==> src/design/slu_pkg.sv <==
// package: constants of the serial logic unit datapath
package slu_pkg;
    // ------------------------------------------------------------
    // widths and field positions
    // ------------------------------------------------------------
    localparam int          WORD_W   = 12;
    localparam int          PAGE_W   = 4;
    localparam int          NPAGE    = 16;
    localparam int          NSEC     = 4;
    localparam int          RSEL_W   = 6;
    localparam int          OP_LSB   = 8;
    localparam int          MEM_BIT  = 7;
    localparam int          ACC_BIT  = 6;
    localparam logic [1:0]  CMP_FLD  = 2'h2;
    localparam int          CMP_ZBIT = 3;
    // ------------------------------------------------------------
    // timing counts
    // ------------------------------------------------------------
    localparam logic [3:0]  TC_CODE_HI = 4'he;
    localparam logic [3:0]  TC_CODE_LO = 4'hd;
    localparam logic [3:0]  TC_DATA_HI = 4'hc;
    localparam logic [3:0]  TC_SIGN    = 4'h1;
    // ------------------------------------------------------------
    // control codes sent ahead of a word
    // ------------------------------------------------------------
    localparam logic [1:0]  CODE_READ  = 2'h3;
    localparam logic [1:0]  CODE_WRITE = 2'h2;
    // ------------------------------------------------------------
    // operation codes, instruction bits 11..8
    // ------------------------------------------------------------
    localparam logic [3:0]  OP_PAGE = 4'h0;
    localparam logic [3:0]  OP_AND  = 4'h1;
    localparam logic [3:0]  OP_INP  = 4'h2;
    localparam logic [3:0]  OP_OR   = 4'h3;
    localparam logic [3:0]  OP_XCH  = 4'h4;
    localparam logic [3:0]  OP_EQV  = 4'h5;
    localparam logic [3:0]  OP_STA  = 4'h6;
    localparam logic [3:0]  OP_SUB  = 4'h7;
    localparam logic [3:0]  OP_OUT  = 4'h8;
    localparam logic [3:0]  OP_ADD  = 4'h9;
    localparam logic [3:0]  OP_SKP  = 4'ha;
    localparam logic [3:0]  OP_NEG  = 4'hb;
    localparam logic [3:0]  OP_JMP  = 4'hc;
    localparam logic [3:0]  OP_MSK  = 4'hd;
    localparam logic [3:0]  OP_MULTIPLY_STEP_INSTR = 4'he;
    localparam logic [3:0]  OP_SKIP_DECREMENT_INSTR = 4'hf;
    // ------------------------------------------------------------
    // register map and reset values
    // ------------------------------------------------------------
    localparam logic [7:0]  OFF_INSTR  = 8'h00;
    localparam logic [7:0]  OFF_CTRL   = 8'h04;
    localparam logic [7:0]  OFF_STATUS = 8'h08;
    localparam logic [7:0]  OFF_ACC1   = 8'h0c;
    localparam logic [7:0]  OFF_ACC2   = 8'h10;
    localparam logic [11:0] INSTR_RST  = 12'h000;
    localparam logic [11:0] ACC_RST    = 12'h000;
    localparam logic [3:0]  PAGE_RST   = 4'h0;
    localparam logic [3:0]  CMD_A_ADDR = 4'h1;
    localparam logic [3:0]  CMD_B_ADDR = 4'h2;
endpackage : slu_pkg

==> src/design/bus_switch.sv <==
// module: one-of-n two-way serial bus switch
`timescale 1ns/10ps
`default_nettype none
module bus_switch #(
    parameter int N     = 16,
    parameter int SEL_W = 4
) (
    input  wire logic [SEL_W-1:0] sel,
    input  wire logic             fwd_en,
    input  wire logic             back_en,
    input  wire logic             fwd_bit,
    output logic      [N-1:0]     fwd,
    input  wire logic [N-1:0]     back,
    output logic                  back_bit
);
    logic [N-1:0] hot;

    // out-of-range selects decode to no lane at all
    assign hot      = N'(1) << sel;
    assign fwd      = fwd_en ? (hot & {N{fwd_bit}}) : '0;
    assign back_bit = back_en & (|(hot & back));
endmodule : bus_switch
`default_nettype wire

==> src/design/minterm_adder.sv <==
// module: minterm adder with logic and mask functions
`timescale 1ns/10ps
`default_nettype none
module minterm_adder (
    input  wire logic a,
    input  wire logic b,
    input  wire logic c,
    input  wire logic logic_en,
    input  wire logic and_en,
    input  wire logic or_en,
    input  wire logic eqv_en,
    input  wire logic mask_en,
    input  wire logic mask_and,
    output logic      sum,
    output logic      cout,
    output logic      ovf
);
    logic c_t;
    logic c_f;
    logic s11;
    logic s10;
    logic s01;
    logic s00;

    // logic mode forces both carry terms high
    assign c_t  = logic_en | c;
    assign c_f  = logic_en | ~c;
    assign s11  = a & b & (logic_en ? (and_en | or_en | eqv_en) : c_t);
    assign s10  = a & ~b & (logic_en ? or_en : (c_f & ~mask_en));
    assign s01  = ~a & b & (logic_en ? or_en : c_f);
    assign s00  = ~a & ~b & (logic_en ? eqv_en : c_t);
    assign sum  = s11 | s10 | s01 | s00 | (mask_en & mask_and);
    assign cout = (a & b) | (a & c) | (b & c);
    assign ovf  = (~a & ~b & c) | (a & b & ~c);
endmodule : minterm_adder
`default_nettype wire

==> src/design/serial_logic_unit.sv <==
// module: bit-serial logic unit datapath with register slave
// Operation
// - command address match zeroes switch, ORs data
// - two command decoders, own addresses, shared data
// - page instruction loads page, selects one bus
// - six-bit register select, high bits pick section
// - section zero address zero reads zero
// - register and memory switch ORed into B
// - memory bit picks memory or register switch
// - index cycle: register feeds adder, recirculates
// - listed instructions write adder into register
// - control codes sent at counts 14 and 13
// - bits 7 and 8 zero block B
// - subtract, equivalence, negate-register invert B
// - multiply step zero digit forces B zero
// - compare skip inverts other accumulator, carry one
// - A takes selected accumulator, index takes switch
// - A forced zero, ones or program counter
// - overflow strobed at sign bit from signs
// - carry cleared each word, arithmetic only
// - subtract and negate preset carry at 14
// - logic forces carry terms, picks minterms
// - mask disables half xor, adds accumulator AND
// - two 12-bit accumulators, one bit selects
`timescale 1ns/10ps
`default_nettype none
module serial_logic_unit
    import slu_pkg::*;
#(
    parameter int NREG = slu_pkg::NSEC * 16
) (
    input  wire logic                      hclk,
    input  wire logic                      hresetn,
    input  wire logic                      hsel,
    input  wire logic [31:0]               haddr,
    input  wire logic [1:0]                htrans,
    input  wire logic                      hwrite,
    input  wire logic [2:0]                hsize,
    input  wire logic [31:0]               hwdata,
    input  wire logic                      hready,
    output logic                           hreadyout,
    output logic                           hresp,
    output logic      [31:0]               hrdata,
    input  wire logic                      shift_pulse,
    input  wire logic                      word_strobe,
    input  wire logic [3:0]                timing_count,
    input  wire logic [3:0]                cmd_addr_a,
    input  wire logic [3:0]                cmd_addr_b,
    input  wire logic                      cmd_data,
    input  wire logic                      prog_switch_in,
    output logic                           prog_switch_zero,
    output logic                           isr_bus,
    input  wire logic                      pc_in,
    output logic      [slu_pkg::NPAGE-1:0] mem_fwd,
    input  wire logic [slu_pkg::NPAGE-1:0] mem_back,
    output logic      [NREG-1:0]           reg_fwd,
    input  wire logic [NREG-1:0]           reg_back,
    output logic                           inhibit_register_select
);
    import slu_pkg::*;

    // ------------------------------------------------------------
    // state
    // ------------------------------------------------------------
    logic [11:0]       instr_r;
    logic              index_r;
    logic [PAGE_W-1:0] page_r;
    logic [11:0]       acc1_r;
    logic [11:0]       acc2_r;
    logic              carry_r;
    logic              ovf_r;
    logic              isr_r;
    logic [NPAGE-1:0]  mem_fwd_r;
    logic [NREG-1:0]   reg_fwd_r;
    logic              wr_pend_r;
    logic [7:0]        addr_r;
    logic [31:0]       hrdata_r;

    // ------------------------------------------------------------
    // instruction decode
    // ------------------------------------------------------------
    logic [3:0] op;
    logic       memory_class_bit;
    logic       accumulator_select_bit;
    logic       set_data_page_instr;
    logic       store_program_counter_instr;
    logic       negate_instr;
    logic       negate_register_instr;
    logic       register_jump_instr;
    logic       skip_instr;
    logic       multiply_step_instr;
    logic       skip_decrement_instr;
    logic       mask_register_instr;
    logic       equivalence_instr;
    logic       sub_op;
    logic       cmp_skip;
    logic       cmp_zero;
    logic       arith;
    logic       logic_op;
    logic       wr_class;

    assign op                          = instr_r[11:OP_LSB];
    assign memory_class_bit            = instr_r[MEM_BIT];
    assign accumulator_select_bit      = instr_r[ACC_BIT];
    assign set_data_page_instr         = op == OP_PAGE && !memory_class_bit;
    assign store_program_counter_instr = op == OP_PAGE && memory_class_bit;
    assign negate_instr                = op == OP_NEG;
    assign negate_register_instr       = negate_instr && !memory_class_bit;
    assign register_jump_instr = op == OP_JMP && !memory_class_bit;
    assign skip_instr                  = op == OP_SKP;
    assign multiply_step_instr         = op == OP_MULTIPLY_STEP_INSTR;
    assign skip_decrement_instr        = op == OP_SKIP_DECREMENT_INSTR;
    assign mask_register_instr         = op == OP_MSK;
    assign equivalence_instr           = op == OP_EQV;
    assign sub_op                      = op == OP_SUB;
    assign cmp_skip = skip_instr && instr_r[5:4] == CMP_FLD;
    assign cmp_zero = cmp_skip && instr_r[CMP_ZBIT];
    // carry and overflow only for arithmetic results
    assign arith = op == OP_ADD || skip_instr || multiply_step_instr
                || sub_op || negate_instr || skip_decrement_instr;
    assign logic_op = op == OP_AND || op == OP_OR || equivalence_instr;
    assign wr_class = !index_r && (op == OP_XCH || op == OP_STA
                || negate_instr || store_program_counter_instr
                || skip_decrement_instr || mask_register_instr
                || op == OP_OUT);

    // ------------------------------------------------------------
    // timing
    // ------------------------------------------------------------
    logic code_cnt;
    logic data_cnt;
    logic dstep;

    assign code_cnt = timing_count == TC_CODE_HI
                   || timing_count == TC_CODE_LO;
    assign data_cnt = timing_count >= TC_SIGN
                   && timing_count <= TC_DATA_HI;
    assign dstep    = shift_pulse && data_cnt;

    // ------------------------------------------------------------
    // command override of the instruction bus
    // ------------------------------------------------------------
    logic cmd_hit;
    logic prog_sw_out;

    assign cmd_hit = cmd_addr_a == CMD_A_ADDR
                  || cmd_addr_b == CMD_B_ADDR;
    assign prog_switch_zero = cmd_hit;
    assign prog_sw_out      = cmd_hit ? 1'b0 : prog_switch_in;
    assign isr_bus          = isr_r;

    // ------------------------------------------------------------
    // memory and register switching
    // ------------------------------------------------------------
    logic mem_b;
    logic reg_b;
    logic bus;
    logic sum;
    logic code_bit;
    logic mem_bit;
    logic reg_bit;
    logic [NPAGE-1:0] mem_lanes;
    logic [NREG-1:0]  reg_lanes;
    logic [NREG-1:0]  reg_src;

    assign inhibit_register_select
        = memory_class_bit && !index_r;
    // lane zero is a constant zero, lanes one and two the accs
    assign reg_src = {reg_back[NREG-1:3], acc2_r[0], acc1_r[0],
                      1'b0};
    assign bus = mem_b | reg_b;
    assign code_bit = timing_count == TC_CODE_HI ?
        (index_r || !wr_class ? CODE_READ[1] : CODE_WRITE[1]) :
        (index_r || !wr_class ? CODE_READ[0] : CODE_WRITE[0]);
    assign mem_bit = code_cnt ? code_bit : sum;
    // the register side never sees the first code bit
    assign reg_bit = code_cnt ?
        (timing_count == TC_CODE_LO && code_bit) :
        (wr_class ? sum : reg_b);

    bus_switch #(
        .N     (NPAGE),
        .SEL_W (PAGE_W)
    ) u_mem_sw (
        .sel      (page_r),
        .fwd_en   (memory_class_bit),
        .back_en  (memory_class_bit && !index_r),
        .fwd_bit  (mem_bit),
        .fwd      (mem_lanes),
        .back     (mem_back),
        .back_bit (mem_b)
    );

    bus_switch #(
        .N     (NREG),
        .SEL_W (RSEL_W)
    ) u_reg_sw (
        .sel      (instr_r[RSEL_W-1:0]),
        .fwd_en   (!inhibit_register_select),
        .back_en  (!inhibit_register_select),
        .fwd_bit  (reg_bit),
        .fwd      (reg_lanes),
        .back     (reg_src),
        .back_bit (reg_b)
    );

    // ------------------------------------------------------------
    // adder ports
    // ------------------------------------------------------------
    logic sel_lsb;
    logic oth_lsb;
    logic b_block;
    logic b_inv;
    logic a_in;
    logic b_in;
    logic cout;
    logic ovf_cond;

    assign sel_lsb = accumulator_select_bit ? acc2_r[0] : acc1_r[0];
    assign oth_lsb = accumulator_select_bit ? acc1_r[0] : acc2_r[0];
    assign b_block = (!index_r && instr_r[8:7] == 2'h0)
                  || (multiply_step_instr && !acc2_r[0]);
    assign b_inv   = sub_op || equivalence_instr
                  || negate_register_instr;
    assign b_in = cmp_zero ? 1'b1 :
                  cmp_skip ? !oth_lsb :
                  b_inv    ? !bus :
                  b_block  ? 1'b0 : bus;
    assign a_in = index_r ? (register_jump_instr ? 1'b0
                                                 : prog_sw_out) :
                  negate_register_instr ? 1'b0 :
                  skip_decrement_instr  ? 1'b1 :
                  store_program_counter_instr ? pc_in :
                  sel_lsb;

    minterm_adder u_add (
        .a        (a_in),
        .b        (b_in),
        .c        (carry_r),
        .logic_en (logic_op),
        .and_en   (op == OP_AND),
        .or_en    (op == OP_OR),
        .eqv_en   (equivalence_instr),
        .mask_en  (mask_register_instr),
        .mask_and (acc1_r[0] & acc2_r[0]),
        .sum      (sum),
        .cout     (cout),
        .ovf      (ovf_cond)
    );

    // ------------------------------------------------------------
    // carry, overflow, page and serial outputs
    // ------------------------------------------------------------
    logic carry_nxt;
    logic acc_take;
    logic ahb_go;

    // word strobe wins: every word starts from a clear carry
    assign carry_nxt =
        word_strobe ? 1'b0 :
        (shift_pulse && timing_count == TC_CODE_HI
         && (sub_op || negate_instr || cmp_skip)) ? 1'b1 :
        (dstep && arith) ? cout : carry_r;
    assign acc_take = !index_r && !skip_instr && !wr_class
                   && op != OP_JMP;

    always_ff @(posedge hclk or negedge hresetn) begin
        if (!hresetn) begin
            carry_r   <= 1'b0;
            ovf_r     <= 1'b0;
            page_r    <= PAGE_RST;
            isr_r     <= 1'b0;
            mem_fwd_r <= '0;
            reg_fwd_r <= '0;
        end else begin
            carry_r <= carry_nxt;
            isr_r   <= prog_sw_out | (cmd_hit & cmd_data);
            if (dstep && arith && timing_count == TC_SIGN) begin
                ovf_r <= ovf_cond;
            end
            if (word_strobe && set_data_page_instr) begin
                page_r <= instr_r[PAGE_W-1:0];
            end
            if (shift_pulse) begin
                mem_fwd_r <= mem_lanes;
                reg_fwd_r <= reg_lanes;
            end
        end
    end

    assign mem_fwd = mem_fwd_r;
    assign reg_fwd = reg_fwd_r;

    // ------------------------------------------------------------
    // accumulators and register slave
    // ------------------------------------------------------------
    logic        w_acc1;
    logic        w_acc2;
    logic [31:0] rd_word;

    assign ahb_go    = hsel && hready && htrans[1];
    assign w_acc1    = wr_pend_r && addr_r == OFF_ACC1;
    assign w_acc2    = wr_pend_r && addr_r == OFF_ACC2;
    assign hreadyout = 1'b1;
    assign hresp     = 1'b0;
    assign hrdata    = hrdata_r;
    assign rd_word =
        haddr[7:0] == OFF_INSTR  ? {20'h0, instr_r} :
        haddr[7:0] == OFF_CTRL   ? {31'h0, index_r} :
        haddr[7:0] == OFF_STATUS ? {26'h0, ovf_r, carry_r, page_r} :
        haddr[7:0] == OFF_ACC1   ? {20'h0, acc1_r} :
        haddr[7:0] == OFF_ACC2   ? {20'h0, acc2_r} : 32'h0;

    always_ff @(posedge hclk or negedge hresetn) begin
        if (!hresetn) begin
            wr_pend_r <= 1'b0;
            addr_r    <= 8'h0;
            hrdata_r  <= 32'h0;
        end else begin
            wr_pend_r <= ahb_go && hwrite;
            if (ahb_go) begin
                addr_r <= haddr[7:0];
            end
            if (ahb_go && !hwrite) begin
                hrdata_r <= rd_word;
            end
        end
    end

    always_ff @(posedge hclk or negedge hresetn) begin
        if (!hresetn) begin
            instr_r <= INSTR_RST;
            index_r <= 1'b0;
        end else if (wr_pend_r && addr_r == OFF_INSTR) begin
            instr_r <= hwdata[11:0];
        end else if (wr_pend_r && addr_r == OFF_CTRL) begin
            index_r <= hwdata[0];
        end
    end

    // lsb leaves first; the selected one takes the sum back in when acc_take is set, else recirculates
    always_ff @(posedge hclk or negedge hresetn) begin
        if (!hresetn) begin
            acc1_r <= ACC_RST;
            acc2_r <= ACC_RST;
        end else if (w_acc1 || w_acc2) begin
            acc1_r <= w_acc1 ? hwdata[11:0] : acc1_r;
            acc2_r <= w_acc2 ? hwdata[11:0] : acc2_r;
        end else if (dstep) begin
            acc1_r <= {(acc_take && !accumulator_select_bit) ?
                       sum : acc1_r[0], acc1_r[11:1]};
            acc2_r <= {(acc_take && accumulator_select_bit) ?
                       sum : acc2_r[0], acc2_r[11:1]};
        end
    end
endmodule : serial_logic_unit
`default_nettype wire

==> config.mk <==
export PLATFORM = sky130hd
export DESIGN_NAME = serial_logic_unit
export DESIGN_NICKNAME = d
export VERILOG_FILES = /design/src/design/slu_pkg.sv /design/src/design/bus_switch.sv /design/src/design/minterm_adder.sv /design/src/design/serial_logic_unit.sv
export SDC_FILE = /design/constraint.sdc
export NUM_CORES = 1
export LEC_CHECK = 0
export ABC_AREA = 0
export BUFFER_PORTS_ARGS = -buffer_cell sky130_fd_sc_hd__buf_4
export CORE_MARGIN = 3
export CORE_UTILIZATION = 50
export CTS_CLUSTER_DIAMETER = 100
export CTS_CLUSTER_SIZE = 40
export DETAILED_ROUTE_END_ITERATION = 10
export HOLD_SLACK_MARGIN = 0.12
export PLACE_DENSITY = 0.8
export SETUP_SLACK_MARGIN = 0.5
export SLEW_MARGIN = 20
export SYNTH_ARGS = -nofsm -noshare
export SYNTH_HDL_FRONTEND = slang
export SYNTH_HIERARCHICAL = 1
export SYNTH_SLANG_ARGS = --single-unit
==> constraint.sdc <==
create_clock -name hclk -period 6 [get_ports hclk]
set_input_delay 0.9 -clock hclk [delete_from_list [all_inputs] [get_ports hclk]]
set_output_delay 0.9 -clock hclk [all_outputs]
set_load 0.02 [all_outputs]
======== After elaboration in Yosys (flattened, before gate mapping) ========
Index checks and enable logic that the tools add are counted.
operators by class
  reduce and logical (&&, ||, !) cells .... 74
  multiplexer cells ....................... 39
  bitwise logic cells ..................... 40
  shift operators ......................... 2
  $lt $le $gt $ge ......................... 2
  equal/unequal tests ..................... 30
operators by type and width
  kind                  count
  $mux 12               11
  $and 64x64->64        2
  $mux 64               1
  $reduce_or 64->1      1
  $shl 1x6->64 const A  1
  $eq 4x4->1 const B    10
  $and 16x16->16        2
  $logic_and 1x1->1     31
  $mux 1                26
  $eq 8x4->1 const B    3
  $logic_or 1x1->1      22
  $and 1x1->1           18
  $eq 4x3->1 const B    4
  $eq 8x3->1 const B    2
  $eq 8x5->1 const B    2
  $logic_not 8->1       2
  $mux 16               1
  $reduce_or 16->1      1
  $shl 1x4->16 const A  1
  $or 1x1->1            13
  $eq 4x1->1 const B    3
  $logic_not 1->1       10
  $eq 4x2->1 const B    2
  $reduce_and 2->1      3
  10 further kinds      15
storage, ports and cells
  output and inout port bits .............. 117
  logic and storage cells ................. 200
  input bits .............................. 171
  register bits after elaboration ......... 165

======== Logic depth before layout (Yosys ltp) ========
  depth in word-level cells ............... 20
  depth in mapped cells ................... 22
  depth with buffers taken out ............ 19

======== Modules after synthesis ========
Netlist, hierarchy kept.
modules (own cells, without submodules)
  module                  instances  area an instance (sq um)  seq. area each (sq um)  cells an instance
  serial_logic_unit       1          6,827.8                   3,628.5                 570
  bus_switch at u_reg_sw  1          1,162.4                   0.0                     193
  bus_switch at u_mem_sw  1          325.3                     0.0                     52
  minterm_adder           1          106.4                     0.0                     16

======== Least setup slack after synthesis ========
Ideal clock, no wire load.
  kind .................................... input to register
  start ................................... input reg_back[23]
  end ..................................... register reg_fwd_r[12] (netlist: reg_fwd[12])
  stages on the path ...................... 17
  path slack .............................. 1.807 ns
  arrival ................................. 4.129 ns
  setup time .............................. 0.065 ns
  buffers on the path ..................... 1
  data required time ...................... 5.935 ns
  cell sequence ........................... or3b_2 > a21oi_1 > a311o_1 > a22oi_1 > a41oi_2 > nor2_1 > xor2_1 > o21ai_0 > a211oi_1 > o311ai_1 > a21boi_0 > a211oi_1 > nand2_1 > or2_2 > clkbuf_1 > nor2_1 > mux2_2
between the ends
  cells in the longest elaborated chain, start to end .. 19
ends and longest elaborated chain
  what                                              line                                                RTL
  start: declaration                                serial_logic_unit.sv:57                             input wire logic [NREG-1:0] reg_back,
  $and 64x64->64 (*)                                bus_switch.sv:21                                    assign back_bit = back_en & (|(hot & back));
  $reduce_or 64->1 (*)                              bus_switch.sv:21
  $and 1x1->1 (*)                                   bus_switch.sv:21
  named net reg_b                                   serial_logic_unit.sv:156                            logic reg_b;
  $or 1x1->1 (*)                                    serial_logic_unit.sv:171                            assign bus = mem_b | reg_b;
  $mux 1 / $logic_not 1->1 (equally long branches)  serial_logic_unit.sv:228, serial_logic_unit.sv:227
  $mux 1 (*)                                        serial_logic_unit.sv:227                            b_inv ? !bus :
  $mux 1 (*)                                        serial_logic_unit.sv:226                            cmp_skip ? !oth_lsb :
  (+1 left out)                                     --
  named net b_in                                    serial_logic_unit.sv:215                            logic b_in;
  (+5 left out)                                     --
  $or 1x1->1 (*) (2 in a row)                       minterm_adder.sv:32                                 assign sum = s11 | s10 | s01 | s00 | (mask_en & mask_and);
  named net sum                                     serial_logic_unit.sv:158                            logic sum;
  $mux 1 (*)                                        serial_logic_unit.sv:179                            (wr_class ? sum : reg_b);
  $mux 1 (*)                                        serial_logic_unit.sv:177                            assign reg_bit = code_cnt ?
  named net reg_bit                                 serial_logic_unit.sv:161                            logic reg_bit;
  $and 64x64->64 (*)                                bus_switch.sv:20                                    assign fwd = fwd_en ? (hot & {N{fwd_bit}}) : '0;
  $mux 64 (*)                                       bus_switch.sv:20
  named net reg_lanes[12]                           serial_logic_unit.sv:163                            logic [NREG-1:0] reg_lanes;
  end signal: assignment                            serial_logic_unit.sv:286                            reg_fwd_r <= reg_lanes;
  end: declaration                                  serial_logic_unit.sv:74                             logic [NREG-1:0] reg_fwd_r;
Mark *: on every way through the listed nets, which the timed path passes. The rest lies on a longest branch.
A chain may end at the register's enable or synchronous reset.

======== Final worst setup path ========
  start ................................... register instr_r[0]
  end ..................................... register reg_fwd_r[15] (netlist: reg_fwd[15])
between the ends
  cells in the longest elaborated chain, start to end .. 20
ends and longest elaborated chain
  what                                              line                                                RTL
  start: declaration                                serial_logic_unit.sv:65                             logic [11:0] instr_r;
  start signal: assignment                          serial_logic_unit.sv:335                            instr_r <= hwdata[11:0];
  $shl 1x6->64 (*)                                  bus_switch.sv:19                                    assign hot = N'(1) << sel;
  $and 64x64->64 (*)                                bus_switch.sv:21
  $reduce_or 64->1 (*)                              bus_switch.sv:21
  $and 1x1->1 (*)                                   bus_switch.sv:21
  named net reg_b                                   serial_logic_unit.sv:156
  $or 1x1->1 (*)                                    serial_logic_unit.sv:171
  $mux 1 / $logic_not 1->1 (equally long branches)  serial_logic_unit.sv:228, serial_logic_unit.sv:227
  $mux 1 (*)                                        serial_logic_unit.sv:227
  (+2 left out)                                     --
  named net b_in                                    serial_logic_unit.sv:215
  (+5 left out)                                     --
  $or 1x1->1 (*) (2 in a row)                       minterm_adder.sv:32
  named net sum                                     serial_logic_unit.sv:158
  $mux 1 (*)                                        serial_logic_unit.sv:179
  $mux 1 (*)                                        serial_logic_unit.sv:177
  named net reg_bit                                 serial_logic_unit.sv:161
  $and 64x64->64 (*)                                bus_switch.sv:20
  $mux 64 (*)                                       bus_switch.sv:20
  named net reg_lanes[15]                           serial_logic_unit.sv:163
Marked as above.

==> flow_metrics.tcl <==
set metrics [dict create \
    finish.net_count 1192 \
    numPlacedInstances 1215 \
    htree_levels 4 \
    numCtsBuffers 17 \
    initial_core_util 0.521 \
    io_buffers 214 \
    dr.pass1.iters 6 \
    clock_latency_ns 0.43 \
    cts_tree "yes" \
    grt_max_degree 85 \
    yosys_warnings 6 \
    clock_sinks 145 \
    hold_buffers 0 \
    finalCritPeriodShare 0.862 \
    grt_pass1_vias 7170 \
    finalHoldViolations 0 \
    drtIter0Drc 494 \
    final_core_util 0.656 \
    power_density_mw_per_mm2 269 \
    instances_no_fill 1250 \
    grt_usage 0.263 \
    critPathLaunchType "register" \
    ys_types 82 \
    die_h_um 136 \
    skew_ns 0.0113 \
    drtAntennaViolNets 0 \
    crit_path_cell_trace "buf_4 > mux2_2 > a221oi_1 > o32a_1 > a41oi_2 > o221ai_1 > mux2i_1 > nand2_1 > o21ai_1 > nor3b_1 > o311ai_2 > a21boi_0 > a211oi_1 > nand2_1 > nor2_1 > nand3_1 > nor2_1 > mux2_2" \
    wl_per_cell_um 19.7 \
    setup_viol 0 \
    critical_path_class "register to register" \
    syn_area_per_cell_um2 10.1 \
    crit_slowest_cell "dfrtp_2" \
    antenna_found_initial 0 \
    grt_pass1_wl_um 37800 \
    vias_per_cell 5.81 \
    rsz0062_at_grt "false" \
    syn-instance-count 831 \
    cts.clk_slew.worst_paths_ns 0.07 \
    core_mm2 0.0162 \
    finalWeightedCongestion 0.849 \
    grt.overflow.total 0 \
    n_fill_cell 1305 \
    tightest_slew_ns 1.13 \
    slew_violations 0 \
    area_growth_pct 26.0 \
    hp-class "input pin to async pin" \
    dr_total_vias 7260 \
    crit_path_end_kind "register" \
    num_rows 46 \
    final.setup.tns_ns 0 \
    max_cap_viol_count 0 \
    dieArea_mm2 0.0184 \
    diodes 0 \
    syn_area_mm2 0.00842 \
    slowest_delay_ns 0.63 \
    status "finished clean" \
    critPathMaxFanout 20 \
    die_w_um 136 \
    ios 288 \
    cts-root-buf "clkbuf_16" \
    fmax_mhz 193 \
    cp.arrival_ns 5.54 \
    synthFlopType "dfrtp_1" \
    drc_errors 0 \
    dp_hpwl_um 17500 \
    cts_buffer_depth 2 \
    drive_gt1_frac 0.385 \
    required_ns 6.37 \
    synth-async-reset-ratio 1.00 \
    ys_seq_area_frac 0.431 \
    max_slew_margin 0.244 \
    synth_edf_count 0 \
    p_leak_uw 0.00514 \
    wl_um 24700 \
    ys_ff_latch 145 \
    fin_crit_ns 5.17 \
    ir_drop_v 0.000211 \
]
[where the power goes]
group          total [µW]  switching (µW)  internal, µW
registers            1200             128          1070
logic                 584             318           266
clock network        1070             479           594
total                2860             924          1930
[cell families after synthesis]
logic type                 count (synthesis)  synth area share
AOI/OAI and AO/OA                        150             0.120
xor gates and xnor gates                   1           0.00104
adders and majority gates                  1           0.00119
buffers and inverters                     87            0.0621
DFF                                      145             0.431
muxes                                    159             0.208
other                                      2          0.000892
and+or+nand+nor                          286             0.176
[cells in the final DEF (no fill, tap or decap), types with 3 or more instances in the layout]
master / count
mux2i_1: 45
nor4b_1: 4
o22ai_1: 8
o31ai_1: 3
and2_1: 3
nand3_1: 18
and3b_1: 5
a21o_1: 6
o21ai_0: 29
conb_1: 23
nor3_1: 11
a211oi_1: 9
nor3b_1: 6
inv_6: 6
clkbuf_16: 17
inv_8: 3
nand3b_1: 13
dfrtp_2: 4
nor2b_1: 7
a21oi_1: 33
o21ai_1: 12
mux2_2: 109
inv_1: 12
a22oi_1: 13
or3_1: 4
buf_4: 223
mux2_4: 5
nand4b_1: 4
a221oi_1: 3
nand2b_1: 11
nand2_1: 54
nor2_1: 115
dfrtp_1: 141
and3_1: 5
[cell type report]
cell class | count | area (µm²) | area share
Timing Repair Buffer | 225 | 1700 | 0.160
Tap cell | 216 | 270 | 0.0255
Clock buffer | 17 | 425 | 0.0401
Inverter | 12 | 45.0 | 0.00425
Sequential cell | 145 | 3630 | 0.342
Multi-Input combinational cell | 620 | 4370 | 0.412
Clock inverter | 15 | 170 | 0.0160
[cells in the mapped netlist, drive strengths merged, types with 2 or more instances]
library cell / number / share of area
or2: 2 / 0.0015
o311ai: 3 / 0.0031
nor2b: 7 / 0.0052
a211oi: 10 / 0.0095
and3: 6 / 0.0046
nor3: 11 / 0.0065
nand3: 19 / 0.012
a211o: 2 / 0.0021
nand2: 55 / 0.025
a22oi: 13 / 0.012
dfrtp: 145 / 0.43
o211ai: 4 / 0.0058
nand4: 2 / 0.0015
and2: 5 / 0.0040
nand2b: 11 / 0.0082
nand3b: 14 / 0.013
o22ai: 8 / 0.0059
a21o: 6 / 0.0053
a41oi: 2 / 0.0030
a31o: 2 / 0.0021
or3: 5 / 0.0043
or4: 2 / 0.0022
conb: 2 / 0.00089
nor4b: 5 / 0.0070
nor2: 115 / 0.051
mux2i: 45 / 0.053
and3b: 5 / 0.0052
buf: 55 / 0.048
nor3b: 6 / 0.0053
a221oi: 3 / 0.0031
nand4b: 4 / 0.0042
o22a: 2 / 0.0021
a21oi: 33 / 0.020
o21ai: 41 / 0.024
mux2: 114 / 0.15
inv: 12 / 0.0053
clkbuf: 20 / 0.0089
a32oi: 2 / 0.0021
or3b: 4 / 0.0042
a21boi: 3 / 0.0027
nor4: 4 / 0.0065
o31ai: 3 / 0.0027
a2111oi: 2 / 0.0022
[sequential cells by signal, summed over array words and instances (netlist names), 4 cells and up]
signal   cells
acc1_r      12
acc2_r      12
addr_r       8
hrdata      12
instr_r     12
mem_fwd     16
page_r       4
reg_fwd     64
[path summary, 6_finish.rpt]
path                       depth (start not counted)          end  startpoint  slack [ns]
max                                               18  reg_fwd[15]  instr_r[0]        0.83
min                                                1    acc2_r[4]     hresetn        0.49
max reg2reg                                       18  reg_fwd[15]  instr_r[0]        0.83
min reg2reg                                        2    hrdata[8]   hrdata[8]        0.50
max in group asynchronous                          2  reg_fwd[50]     hresetn        4.15
min in group hclk                                  2    hrdata[8]   hrdata[8]        0.50
[per-stage QoR]
| stage | cell area [µm²] | hold WS [ns] | setup slack [ns] | total power, µW |
|---|---|---|---|---|
| 2_1_floorplan | 8500 | 0.469 | 1.81 | 1580 |
| 3_3_place_gp | 9960 | 0.467 | 0.595 | 1760 |
| 6_report | 10600 | 0.488 | 0.825 | 2860 |
| 5_1_grt | 10600 | 0.513 | 0.571 | 2980 |
| 3_5_place_dp | 9960 | 0.484 | 0.531 | 1780 |
| 4_1_cts | 10600 | 0.499 | 0.502 | 2850 |
[what timing repair did]
item	in CTS	in global routing
setup endpoints to repair	2	64
resized for setup	2	5
pin swaps	0	0
buffers inserted	0	2
[per-layer routing]
| layer | track usage | vias to the layer above | wire length (µm) |
|---|---|---|---|
| met4 | 0.100 | 0 | 820 |
| met5 | 0 | - | 0 |
| met2 | 0.423 | 304 | 12000 |
| met1 | 0.342 | 3582 | 9990 |
| met3 | 0.0691 | 51 | 1900 |
| li1 | - | 3323 | - |
[critical path, delay by kind of cell (launching register included)]
kind | cells | cell delay (ns)
muxes | 3 | 0.63
and+or+nand+nor | 6 | 1.32
AOI/OAI and AO/OA | 8 | 2.25
DFF | 1 | 0.63
buffers and inverters | 1 | 0.26
Power figures use the tool's default switching activity.
